$ cat src/shared/fes_cfg.svh
`ifndef FES_CFG_SVH
`define FES_CFG_SVH
// ----------------------------------------
// Command codes
// ----------------------------------------
`define FES_CMD_READ_ARRAY   8'hFF
`define FES_CMD_READ_STATUS  8'h70
`define FES_CMD_CLEAR_STATUS 8'h50
`define FES_CMD_ERASE_SETUP  8'h20
`define FES_CMD_CONFIRM      8'hD0
`define FES_CMD_SUSPEND      8'hB0
`define FES_CMD_WRITE_SETUP  8'h40
// ----------------------------------------
// Status bit positions
// ----------------------------------------
`define FES_SR_READY    7
`define FES_SR_PAUSED   6
`define FES_SR_ERASE    5
`define FES_SR_PROGRAM  4
`define FES_SR_SUPPLY   3
// ----------------------------------------
// Register offsets (byte addresses)
// ----------------------------------------
`define FES_REG_CTRL    4'h0
`define FES_REG_ADDR    4'h4
`define FES_REG_DATA    4'h8
`define FES_REG_STAT    4'hC
`define FES_REG_IRQ     4'h0
`define FES_REG_MASK    4'h4
// Control bits: op code field, start and auto clear
`define FES_OP_LSB      0
`define FES_OP_MSB      2
`define FES_CTRL_GO     3
`define FES_CTRL_AUTO   4
// Operation codes
`define FES_OP_ERASE    3'h1
`define FES_OP_PROGRAM  3'h2
`define FES_OP_CLEAR    3'h3
`define FES_OP_ARRAY    3'h4
`define FES_OP_SUSPEND  3'h5
`define FES_OP_RESUME   3'h6
`define FES_OP_READ     3'h7
// Interrupt bits
`define FES_IRQ_DONE    0
`define FES_IRQ_ERR     1
`define FES_IRQ_SUPPLY  2
`define FES_IRQ_W       3
// ----------------------------------------
// Bus timing, ns and derived cycles
// ----------------------------------------
`define FES_CLK_NS      25
`define FES_TWP_NS      50
`define FES_TWPH_NS     20
`define FES_TACE_NS     90
`define FES_CYC(ns) (((ns) + `FES_CLK_NS - 1) / `FES_CLK_NS)
`define FES_TWP_CYC     4'(`FES_CYC(`FES_TWP_NS))
`define FES_TWPH_CYC    4'(`FES_CYC(`FES_TWPH_NS))
`define FES_TACE_CYC    4'(`FES_CYC(`FES_TACE_NS))
`define FES_CNT_ONE     4'h1
`endif

$ cat src/shared/fes_pkg.sv
package fes_pkg;
	typedef enum logic [5:0] {
		FES_IDLE  = 6'h01,
		FES_CMD1  = 6'h02,
		FES_CMD2  = 6'h04,
		FES_POLL  = 6'h08,
		FES_CHECK = 6'h10,
		FES_CLR   = 6'h20
	} fes_state_e;
	typedef logic [3:0] fes_cnt_t;
endpackage : fes_pkg

$ cat src/design/fes_bus_cycle.sv
`timescale 1ns/1ps
`default_nettype none
`include "fes_cfg.svh"
// ----------------------------------------
// One flash bus cycle, write or read
// ----------------------------------------
module fes_bus_cycle (
	input  wire logic        clock,
	input  wire logic        rst,
	input  wire logic        start,
	input  wire logic        is_write,
	input  wire logic [19:0] addr,
	input  wire logic [7:0]  wdata,
	output logic             done,
	output logic [7:0]       rdata,
	output logic [19:0]      f_addr,
	output logic [7:0]       f_dq_o,
	output logic             f_dq_oe,
	input  wire logic [7:0]  f_dq_i,
	output logic             f_ce_n,
	output logic             f_we_n,
	output logic             f_oe_n
);
	// Phase: 0 idle, 1 strobe low, 2 recovery high
	logic [1:0]         ph_r;
	fes_pkg::fes_cnt_t  cnt_r;
	logic               wr_r;
	wire  cnt_end = (cnt_r == `FES_CNT_ONE);
	wire  fin     = (ph_r == 2'h2) && cnt_end;
	assign done   = fin;
	always_ff @(posedge clock or posedge rst) begin
		if (rst) begin
			ph_r    <= 2'h0;
			cnt_r   <= 4'h0;
			wr_r    <= 1'b0;
			f_addr  <= 20'h00000;
			f_dq_o  <= 8'h00;
			f_dq_oe <= 1'b0;
			f_ce_n  <= 1'b1;
			f_we_n  <= 1'b1;
			f_oe_n  <= 1'b1;
			rdata   <= 8'h00;
		end else if (ph_r == 2'h0) begin
			if (start) begin
				// Address and data set up with the strobe edge itself
				ph_r    <= 2'h1;
				wr_r    <= is_write;
				cnt_r   <= is_write ? `FES_TWP_CYC : `FES_TACE_CYC;
				f_addr  <= addr;
				f_dq_o  <= wdata;
				f_dq_oe <= is_write;
				f_ce_n  <= 1'b0;
				f_we_n  <= ~is_write;
				f_oe_n  <= is_write;
			end
		end else if (!cnt_end) begin
			cnt_r <= cnt_r - `FES_CNT_ONE;
		end else if (ph_r == 2'h1) begin
			// Data held one extra cycle past the rising strobe
			ph_r   <= 2'h2;
			cnt_r  <= `FES_TWPH_CYC;
			f_ce_n <= 1'b1;
			f_we_n <= 1'b1;
			f_oe_n <= 1'b1;
			if (!wr_r)
				rdata <= f_dq_i;
		end else begin
			ph_r    <= 2'h0;
			f_dq_oe <= 1'b0;
		end
	end
endmodule : fes_bus_cycle
`default_nettype wire

$ cat src/design/fes_host.sv
// What this block does
// - Erase is setup code then confirm at block
// - Poll status until ready, or suspend instead
// - Read-array code returns to array reads
// - Skip full check, still clear supply fault
// - A supply fault refuses later erase and program until cleared
// - Clear-status is one write of its code
`timescale 1ns/1ps
`default_nettype none
`include "fes_cfg.svh"
module fes_host (
	input  wire logic        clock,
	input  wire logic        rst,
	input  wire logic        wb_cyc_i,
	input  wire logic        wb_stb_i,
	input  wire logic        wb_we_i,
	input  wire logic [3:0]  wb_adr_i,
	input  wire logic [3:0]  wb_sel_i,
	input  wire logic [31:0] wb_dat_i,
	output logic [31:0]      wb_dat_o,
	output logic             wb_ack_o,
	output logic             irq,
	output logic [19:0]      f_addr,
	output logic [7:0]       f_dq_o,
	output logic             f_dq_oe,
	input  wire logic [7:0]  f_dq_i,
	output logic             f_ce_n,
	output logic             f_we_n,
	output logic             f_oe_n
);
	// ----------------------------------------
	// Register bus
	// ----------------------------------------
	logic        ack_r;
	logic [4:0]  ctrl_r;
	logic [19:0] addr_r;
	logic [7:0]  data_r;
	logic [7:0]  stat_r;
	logic        busy_r;
	logic        refused_r;
	logic [2:0]  irq_r;
	logic [2:0]  mask_r;
	logic        bank_r;
	wire req     = wb_cyc_i && wb_stb_i && !ack_r;
	wire wr      = req && wb_we_i && wb_sel_i[0];
	wire wr_ctrl = wr && (wb_adr_i == `FES_REG_CTRL) && !bank_r;
	wire go      = wr_ctrl && wb_dat_i[`FES_CTRL_GO] && !busy_r;
	wire [2:0] op_req = wb_dat_i[`FES_OP_MSB:`FES_OP_LSB];
	wire wr_irq  = wr && (wb_adr_i == `FES_REG_IRQ) && bank_r;
	wire wr_mask = wr && (wb_adr_i == `FES_REG_MASK) && bank_r;
	wire wr_bank = wr && (wb_adr_i == `FES_REG_STAT) && !bank_r;
	assign wb_ack_o = ack_r;
	assign irq      = |(irq_r & mask_r);
	// Fault lock: host tracks the device's supply refusal
	wire is_modify = (op_req == `FES_OP_ERASE) || (op_req == `FES_OP_PROGRAM);
	wire blocked   = is_modify && stat_r[`FES_SR_SUPPLY];
	// ----------------------------------------
	// Sequencer
	// ----------------------------------------
	fes_pkg::fes_state_e st_r;
	fes_pkg::fes_state_e st_nxt;
	logic       cyc_start;
	logic       cyc_we;
	logic [7:0] cyc_wd;
	logic       cyc_done;
	logic [7:0] cyc_rd;
	logic [2:0] op_r;
	function automatic logic [7:0] first_code(input logic [2:0] op);
		unique case (op)
			`FES_OP_ERASE:   first_code = `FES_CMD_ERASE_SETUP;
			`FES_OP_PROGRAM: first_code = `FES_CMD_WRITE_SETUP;
			`FES_OP_CLEAR:   first_code = `FES_CMD_CLEAR_STATUS;
			`FES_OP_SUSPEND: first_code = `FES_CMD_SUSPEND;
			`FES_OP_RESUME:  first_code = `FES_CMD_CONFIRM;
			`FES_OP_READ:    first_code = `FES_CMD_READ_STATUS;
			default:         first_code = `FES_CMD_READ_ARRAY;
		endcase
	endfunction : first_code
	wire two_cyc = (op_r == `FES_OP_ERASE) || (op_r == `FES_OP_PROGRAM);
	wire polls   = two_cyc || (op_r == `FES_OP_SUSPEND) ||
	               (op_r == `FES_OP_RESUME) || (op_r == `FES_OP_READ);
	wire ready   = cyc_rd[`FES_SR_READY];
	wire paused  = cyc_rd[`FES_SR_PAUSED];
	wire any_err = |cyc_rd[`FES_SR_ERASE:`FES_SR_SUPPLY];
	// Resume returns to busy polling; suspend may end with paused set
	always_comb begin
		st_nxt    = st_r;
		cyc_start = 1'b0;
		cyc_we    = 1'b1;
		cyc_wd    = first_code(op_r);
		unique case (st_r)
			fes_pkg::FES_IDLE: begin
			end
			fes_pkg::FES_CMD1: begin
				cyc_start = 1'b1;
				if (cyc_done)
					st_nxt = two_cyc ? fes_pkg::FES_CMD2 :
					         polls ? fes_pkg::FES_POLL :
					         fes_pkg::FES_IDLE;
			end
			fes_pkg::FES_CMD2: begin
				cyc_start = 1'b1;
				cyc_wd    = (op_r == `FES_OP_ERASE) ? `FES_CMD_CONFIRM : data_r;
				if (cyc_done)
					st_nxt = fes_pkg::FES_POLL;
			end
			fes_pkg::FES_POLL: begin
				cyc_start = 1'b1;
				cyc_we    = 1'b0;
				// Device answers status on every read here
				if (cyc_done && ready)
					st_nxt = fes_pkg::FES_CHECK;
			end
			fes_pkg::FES_CHECK: begin
				st_nxt = (ctrl_r[`FES_CTRL_AUTO] && stat_r[`FES_SR_SUPPLY]) ?
				         fes_pkg::FES_CLR : fes_pkg::FES_IDLE;
			end
			fes_pkg::FES_CLR: begin
				cyc_start = 1'b1;
				cyc_wd    = `FES_CMD_CLEAR_STATUS;
				if (cyc_done)
					st_nxt = fes_pkg::FES_IDLE;
			end
		endcase
	end
	wire finish = (st_r == fes_pkg::FES_CHECK);
	// ----------------------------------------
	// Registers
	// ----------------------------------------
	always_ff @(posedge clock or posedge rst) begin
		if (rst) begin
			st_r      <= fes_pkg::FES_IDLE;
			ack_r     <= 1'b0;
			ctrl_r    <= 5'h00;
			addr_r    <= 20'h00000;
			data_r    <= 8'h00;
			op_r      <= 3'h0;
			busy_r    <= 1'b0;
			refused_r <= 1'b0;
			bank_r    <= 1'b0;
		end else begin
			st_r  <= st_nxt;
			ack_r <= req;
			if (wr_bank)
				bank_r <= wb_dat_i[0];
			if (wr && wb_adr_i == `FES_REG_ADDR && !bank_r)
				addr_r <= wb_dat_i[19:0];
			if (wr && wb_adr_i == `FES_REG_DATA && !bank_r)
				data_r <= wb_dat_i[7:0];
			if (wr_ctrl)
				ctrl_r <= wb_dat_i[4:0];
			// Busy refuses orders; device not ready yet
			if (go) begin
				refused_r <= blocked;
				if (!blocked) begin
					op_r   <= op_req;
					busy_r <= 1'b1;
					st_r   <= fes_pkg::FES_CMD1;
				end
			end else if (st_nxt == fes_pkg::FES_IDLE && st_r != fes_pkg::FES_IDLE)
				busy_r <= 1'b0;
		end
	end
	// Status mirror: last device status, cleared by clear op or auto clear
	always_ff @(posedge clock or posedge rst) begin
		if (rst)
			stat_r <= 8'h00;
		else if (cyc_done && st_r == fes_pkg::FES_POLL)
			stat_r <= cyc_rd;
		else if (cyc_done && cyc_wd == `FES_CMD_CLEAR_STATUS &&
		         st_r != fes_pkg::FES_CMD2) // Data byte, not a command
			stat_r <= 8'h00;
	end
	// ----------------------------------------
	// Interrupts, write one to clear, set wins
	// ----------------------------------------
	wire [2:0] ev = {finish && stat_r[`FES_SR_SUPPLY],
	                 finish && any_err, finish};
	always_ff @(posedge clock or posedge rst) begin
		if (rst) begin
			irq_r  <= 3'h0;
			mask_r <= 3'h0;
		end else begin
			irq_r <= (irq_r & ~(wr_irq ? wb_dat_i[2:0] : 3'h0)) | ev;
			if (wr_mask)
				mask_r <= wb_dat_i[2:0];
		end
	end
	// Read mux
	always_comb begin
		wb_dat_o = 32'h00000000;
		if (ack_r) begin
			if (bank_r)
				wb_dat_o = (wb_adr_i == `FES_REG_IRQ) ? {29'h0, irq_r} :
				           (wb_adr_i == `FES_REG_MASK) ? {29'h0, mask_r} :
				           32'h00000000;
			else
				unique case (wb_adr_i)
					`FES_REG_CTRL: wb_dat_o = {27'h0, ctrl_r};
					`FES_REG_ADDR: wb_dat_o = {12'h0, addr_r};
					`FES_REG_DATA: wb_dat_o = {24'h0, data_r};
					`FES_REG_STAT: wb_dat_o = {20'h0, bank_r, refused_r,
					                           busy_r, 1'b0, stat_r[7:3], 3'h0};
					default:       wb_dat_o = 32'h00000000;
				endcase
		end
	end
	fes_bus_cycle u_cyc (
		.clock    (clock),
		.rst      (rst),
		.start    (cyc_start),
		.is_write (cyc_we),
		.addr     (addr_r),
		.wdata    (cyc_wd),
		.done     (cyc_done),
		.rdata    (cyc_rd),
		.f_addr   (f_addr),
		.f_dq_o   (f_dq_o),
		.f_dq_oe  (f_dq_oe),
		.f_dq_i   (f_dq_i),
		.f_ce_n   (f_ce_n),
		.f_we_n   (f_we_n),
		.f_oe_n   (f_oe_n)
	);
endmodule : fes_host
`default_nettype wire

$ cat config.mk
export PLATFORM = sky130hd
export DESIGN_NAME = fes_host
export DESIGN_NICKNAME = d
export VERILOG_FILES = /design/src/shared/fes_pkg.sv /design/src/design/fes_bus_cycle.sv /design/src/design/fes_host.sv
export VERILOG_INCLUDE_DIRS = /design/src /design/src/shared
export SDC_FILE = /design/constraint.sdc
export NUM_CORES = 1
export LEC_CHECK = 0
export ABC_AREA = 1
export BUFFER_PORTS_ARGS = -buffer_cell sky130_fd_sc_hd__buf_2
export CAP_MARGIN = 20
export CORE_ASPECT_RATIO = 2
export CORE_UTILIZATION = 25
export DETAILED_ROUTE_END_ITERATION = 12
export HOLD_SLACK_MARGIN = 0.1
export PLACE_DENSITY_LB_ADDON = 0.25
export SYNTH_ARGS = -nofsm -noshare
export SYNTH_HDL_FRONTEND = slang
export SYNTH_SLANG_ARGS = --single-unit
$ cat constraint.sdc
create_clock -name clock -period 7.8 [get_ports clock]
set_clock_uncertainty 0.05 [all_clocks]
set_input_delay 0.39 -clock clock [delete_from_list [all_inputs] [get_ports clock]]
set_output_delay 0.39 -clock clock [all_outputs]
set_load 0.01 [all_outputs]
==> flow_summary.ini <==
[run]
maxCapViolations = 0

[timing]
rsz0062_at_grt = false
tightest_slew_ns = 0.7256
worst_slack_ns = 5.254
maxSlewViolCount = 0
slew_headroom_pct = 51.45
hold_viol = 0
final.setup.tns_ns = 0
timing.final.crit_share_pct = 32.64
final.min_clock_period_ns = 2.546
setup_violations = 0
fmax_mhz = 392.8

[floorplan]
rows = 73
die_h_um = 202.9
core_area_mm2 = 0.01982
boundaryPins = 119
initial_core_util_pct = 25.47
die-width_um = 102.5
die_area_mm2 = 0.02080

[worst_setup_path]
cp_num_buf_inv = 2
cpPeakStageDelay_ns = 0.50
critPathRequiredTime_ns = 7.36
cp.arrival_ns = 2.11
path_class = primary input to primary output
slowest_stage = o22ai_1
crit_family = simple AND/OR/NAND/NOR gates
cp_max_fo = 19
cp-end-kind = primary output
crit_top_cell = buf_2
path_cells = buf_2, nor2_4, nand3_2, o22ai_1, a211oi_1, nor3_1, buf_2
cp-start-kind = primary input

[global_route]
overflow = 0
grt_antenna_before_repair = 0
grt_pass1_vias = 4275
grt_pass1_wl_mm = 22.63
grt_usage_pct = 14.77
grt_start_max_net_pins = 55

[yosys]
synth.distinct_cells = 38
synth_area_mm2 = 0.005047
synth.avg_cell_area_um2 = 8.540
ys_seq_area_share_pct = 50.17
netlist_instances = 591
synth-warning-count = 0
synth-seq-cells = 101

[pwr]
combPwrFrac_pct = 3.5
power.switching_fraction_pct = 21.38
p_sw_uw = 233.8
clkPwrFrac_pct = 48.2
powerDensity_mw_per_mm2 = 180.9
p_total_mw = 1.093
p_leak_nw = 3.048
p_int_uw = 859.7
seq_power_share_pct = 48.3
irDropWorstVdd_uv = 79.24

[routing]
wirelength_mm = 14.73
wl_per_cell_um = 15.58
vias_per_cell = 4.405
first_iter_violations = 202
ant_nets = 0
drc = 0
drtPass1Iterations = 4
num_vias = 4163

[cells_and_area]
layout_common_cells = nand2_1 (126), dfrtp_1 (97), buf_2 (88)
n_antenna_cell = 0
area_growth_pct = 19.78
final_layout_size_suffix_gt1_share_pct = 23.72
nets = 737
final_common_cell = nand2_1

[clocking]
clockBufferDepth = 2
clockRootBuffer = clkbuf_16
tritoncts = built
clkLatencyLatePin_ns = 0.36
cts_hold_buf = 0
postCtsSetupBuffers = 0
post_cts_resized = 0
numCtsBuffers = 9
cts.sinks = 101
cts_htree_levels = 3
path_clk_slew_ns = 0.07

[hold_path]
hp-class = primary input to async pin

[status]
outcome = completed

[placed_design]
io_buffers = 88
gp_congestion = 0.8142
dpl.hpwl_mm = 11.47
dp_slack_ns = 5.209
## cell families after synthesis
kind of cell	synth area share, %
DFF	50.17
and+or+nand+nor	22.63
AOI/OAI and AO/OA	14.25
other	0.07430
muxes	0.8924
xor gates and xnor gates	0.1736
buffers and inverters	10.31
adders and majority gates	1.487
## routing by layer
| metal | track usage [%] | routed length (um) | vias up |
|---|---|---|---|
| li1 | - | - | 2064 |
| met1 | 12.77 | 4796 | 1954 |
| met2 | 29.52 | 8673 | 108 |
| met3 | 2.306 | 494 | 37 |
| met4 | 9.286 | 761 | 0 |
| met5 | 0 | 0 | - |
## path summary, 6_finish.rpt
check / from / end / slack [ns] / cells past startpoint
max: wb_adr_i[1] / wb_dat_o[0] / 5.25 / 7
min: rst / u_cyc.f_addr[3] / 0.07 / 2
max reg2reg: u_cyc.cnt_r[1] / u_cyc.rdata[3] / 5.66 / 7
min reg2reg: u_cyc.f_ce_n / u_cyc.f_ce_n / 0.41 / 2
max in group asynchronous: rst / u_cyc.rdata[6] / 6.46 / 3
min in group clock: wb_stb_i / wb_ack_o / 0.20 / 3
## worst register-to-register path, stage by stage, from the launching register on
cell	delay, ns
dfrtp_1	0.37
inv_1	0.09
ha_1	0.16
nand2_1	0.09
nor2_4	0.14
nand3_1	0.13
nor2_1	0.58
mux2_2	0.41
## metrics by stage
stage               instances  hold WS [ns]  util (%)  area [um^2]
floorplan                 602        0.3924         -         5089
detailed placement        929        0.4054     28.77         5702
global route              945        0.1424     30.50         6046
finish                    945       0.06840     30.50         6046
global placement          929        0.4041     28.77         5702
CTS                       945        0.1031     30.50         6046
## Yosys cell counts
library cell    n  share of area (%)
a22oi_1         2               0.30
nor2_1         43                3.2
dfrtp_1        97                 48
mux2_2          4               0.89
buf_6           4               0.89
nand3_1        31                3.1
a211oi_1        4               0.59
xor2_1          1               0.17
clkinv_1        1              0.074
o221ai_1        4               0.69
nor2_4          8                1.8
nor3_2          1               0.20
o21ai_0        49                4.9
dfstp_2         4                2.1
nand3_2         3               0.59
nand2_2         6               0.74
o211ai_1        2               0.30
clkbuf_1        8               0.59
inv_1          85                6.3
buf_4          13                1.9
nor2_2          4               0.50
a221oi_1        5               0.87
nor2_8          1               0.40
o21ai_2        18                3.1
o22ai_1         7               0.87
inv_4           1               0.12
o31ai_1         1               0.15
ha_1            6                1.5
conb_1          1              0.074
a21oi_1        15                1.5
a31oi_1         7               0.87
a21boi_0        1               0.15
inv_2           5               0.37
nand3_4         1               0.35
nand4_1         4               0.50
nor3_1         17                1.7
nand4_2         1               0.25
nand2_1       126                9.4
## sequential cells by signal, indices dropped and copies added, names as in the netlist, 4 cells and up
signal	flops
st_r	6
u_cyc.rdata	5
u_cyc.cnt_r	4
data_r	8
ctrl_r	5
u_cyc.f_addr	20
stat_r	5
addr_r	20
u_cyc.f_dq_o	8
## area by class of cell
| type | count | area, um^2 |
|---|---|---|
| Clock inverter | 4 | 97.59 |
| Timing Repair Buffer | 90 | 455.4 |
| Sequential cell | 101 | 2532 |
| Tap cell | 262 | 327.8 |
| Clock buffer | 12 | 246.5 |
| Fill cell | 2143 | 13770 |
| Inverter | 92 | 350.3 |
| Multi-Input combinational cell | 384 | 2036 |
## power by group through the flow
stage | registers, mW | logic [mW] | clock network [mW]
finish | 0.528 | 0.0386 | 0.527
global route | 0.528 | 0.0447 | 0.558
CTS | 0.528 | 0.0406 | 0.541
detailed placement | 0.538 | 0.0405 | 0
global placement | 0.538 | 0.0402 | 0
floorplan | 0.538 | 0.0241 | 0
Note: power is estimated with default switching activity, not from simulation.
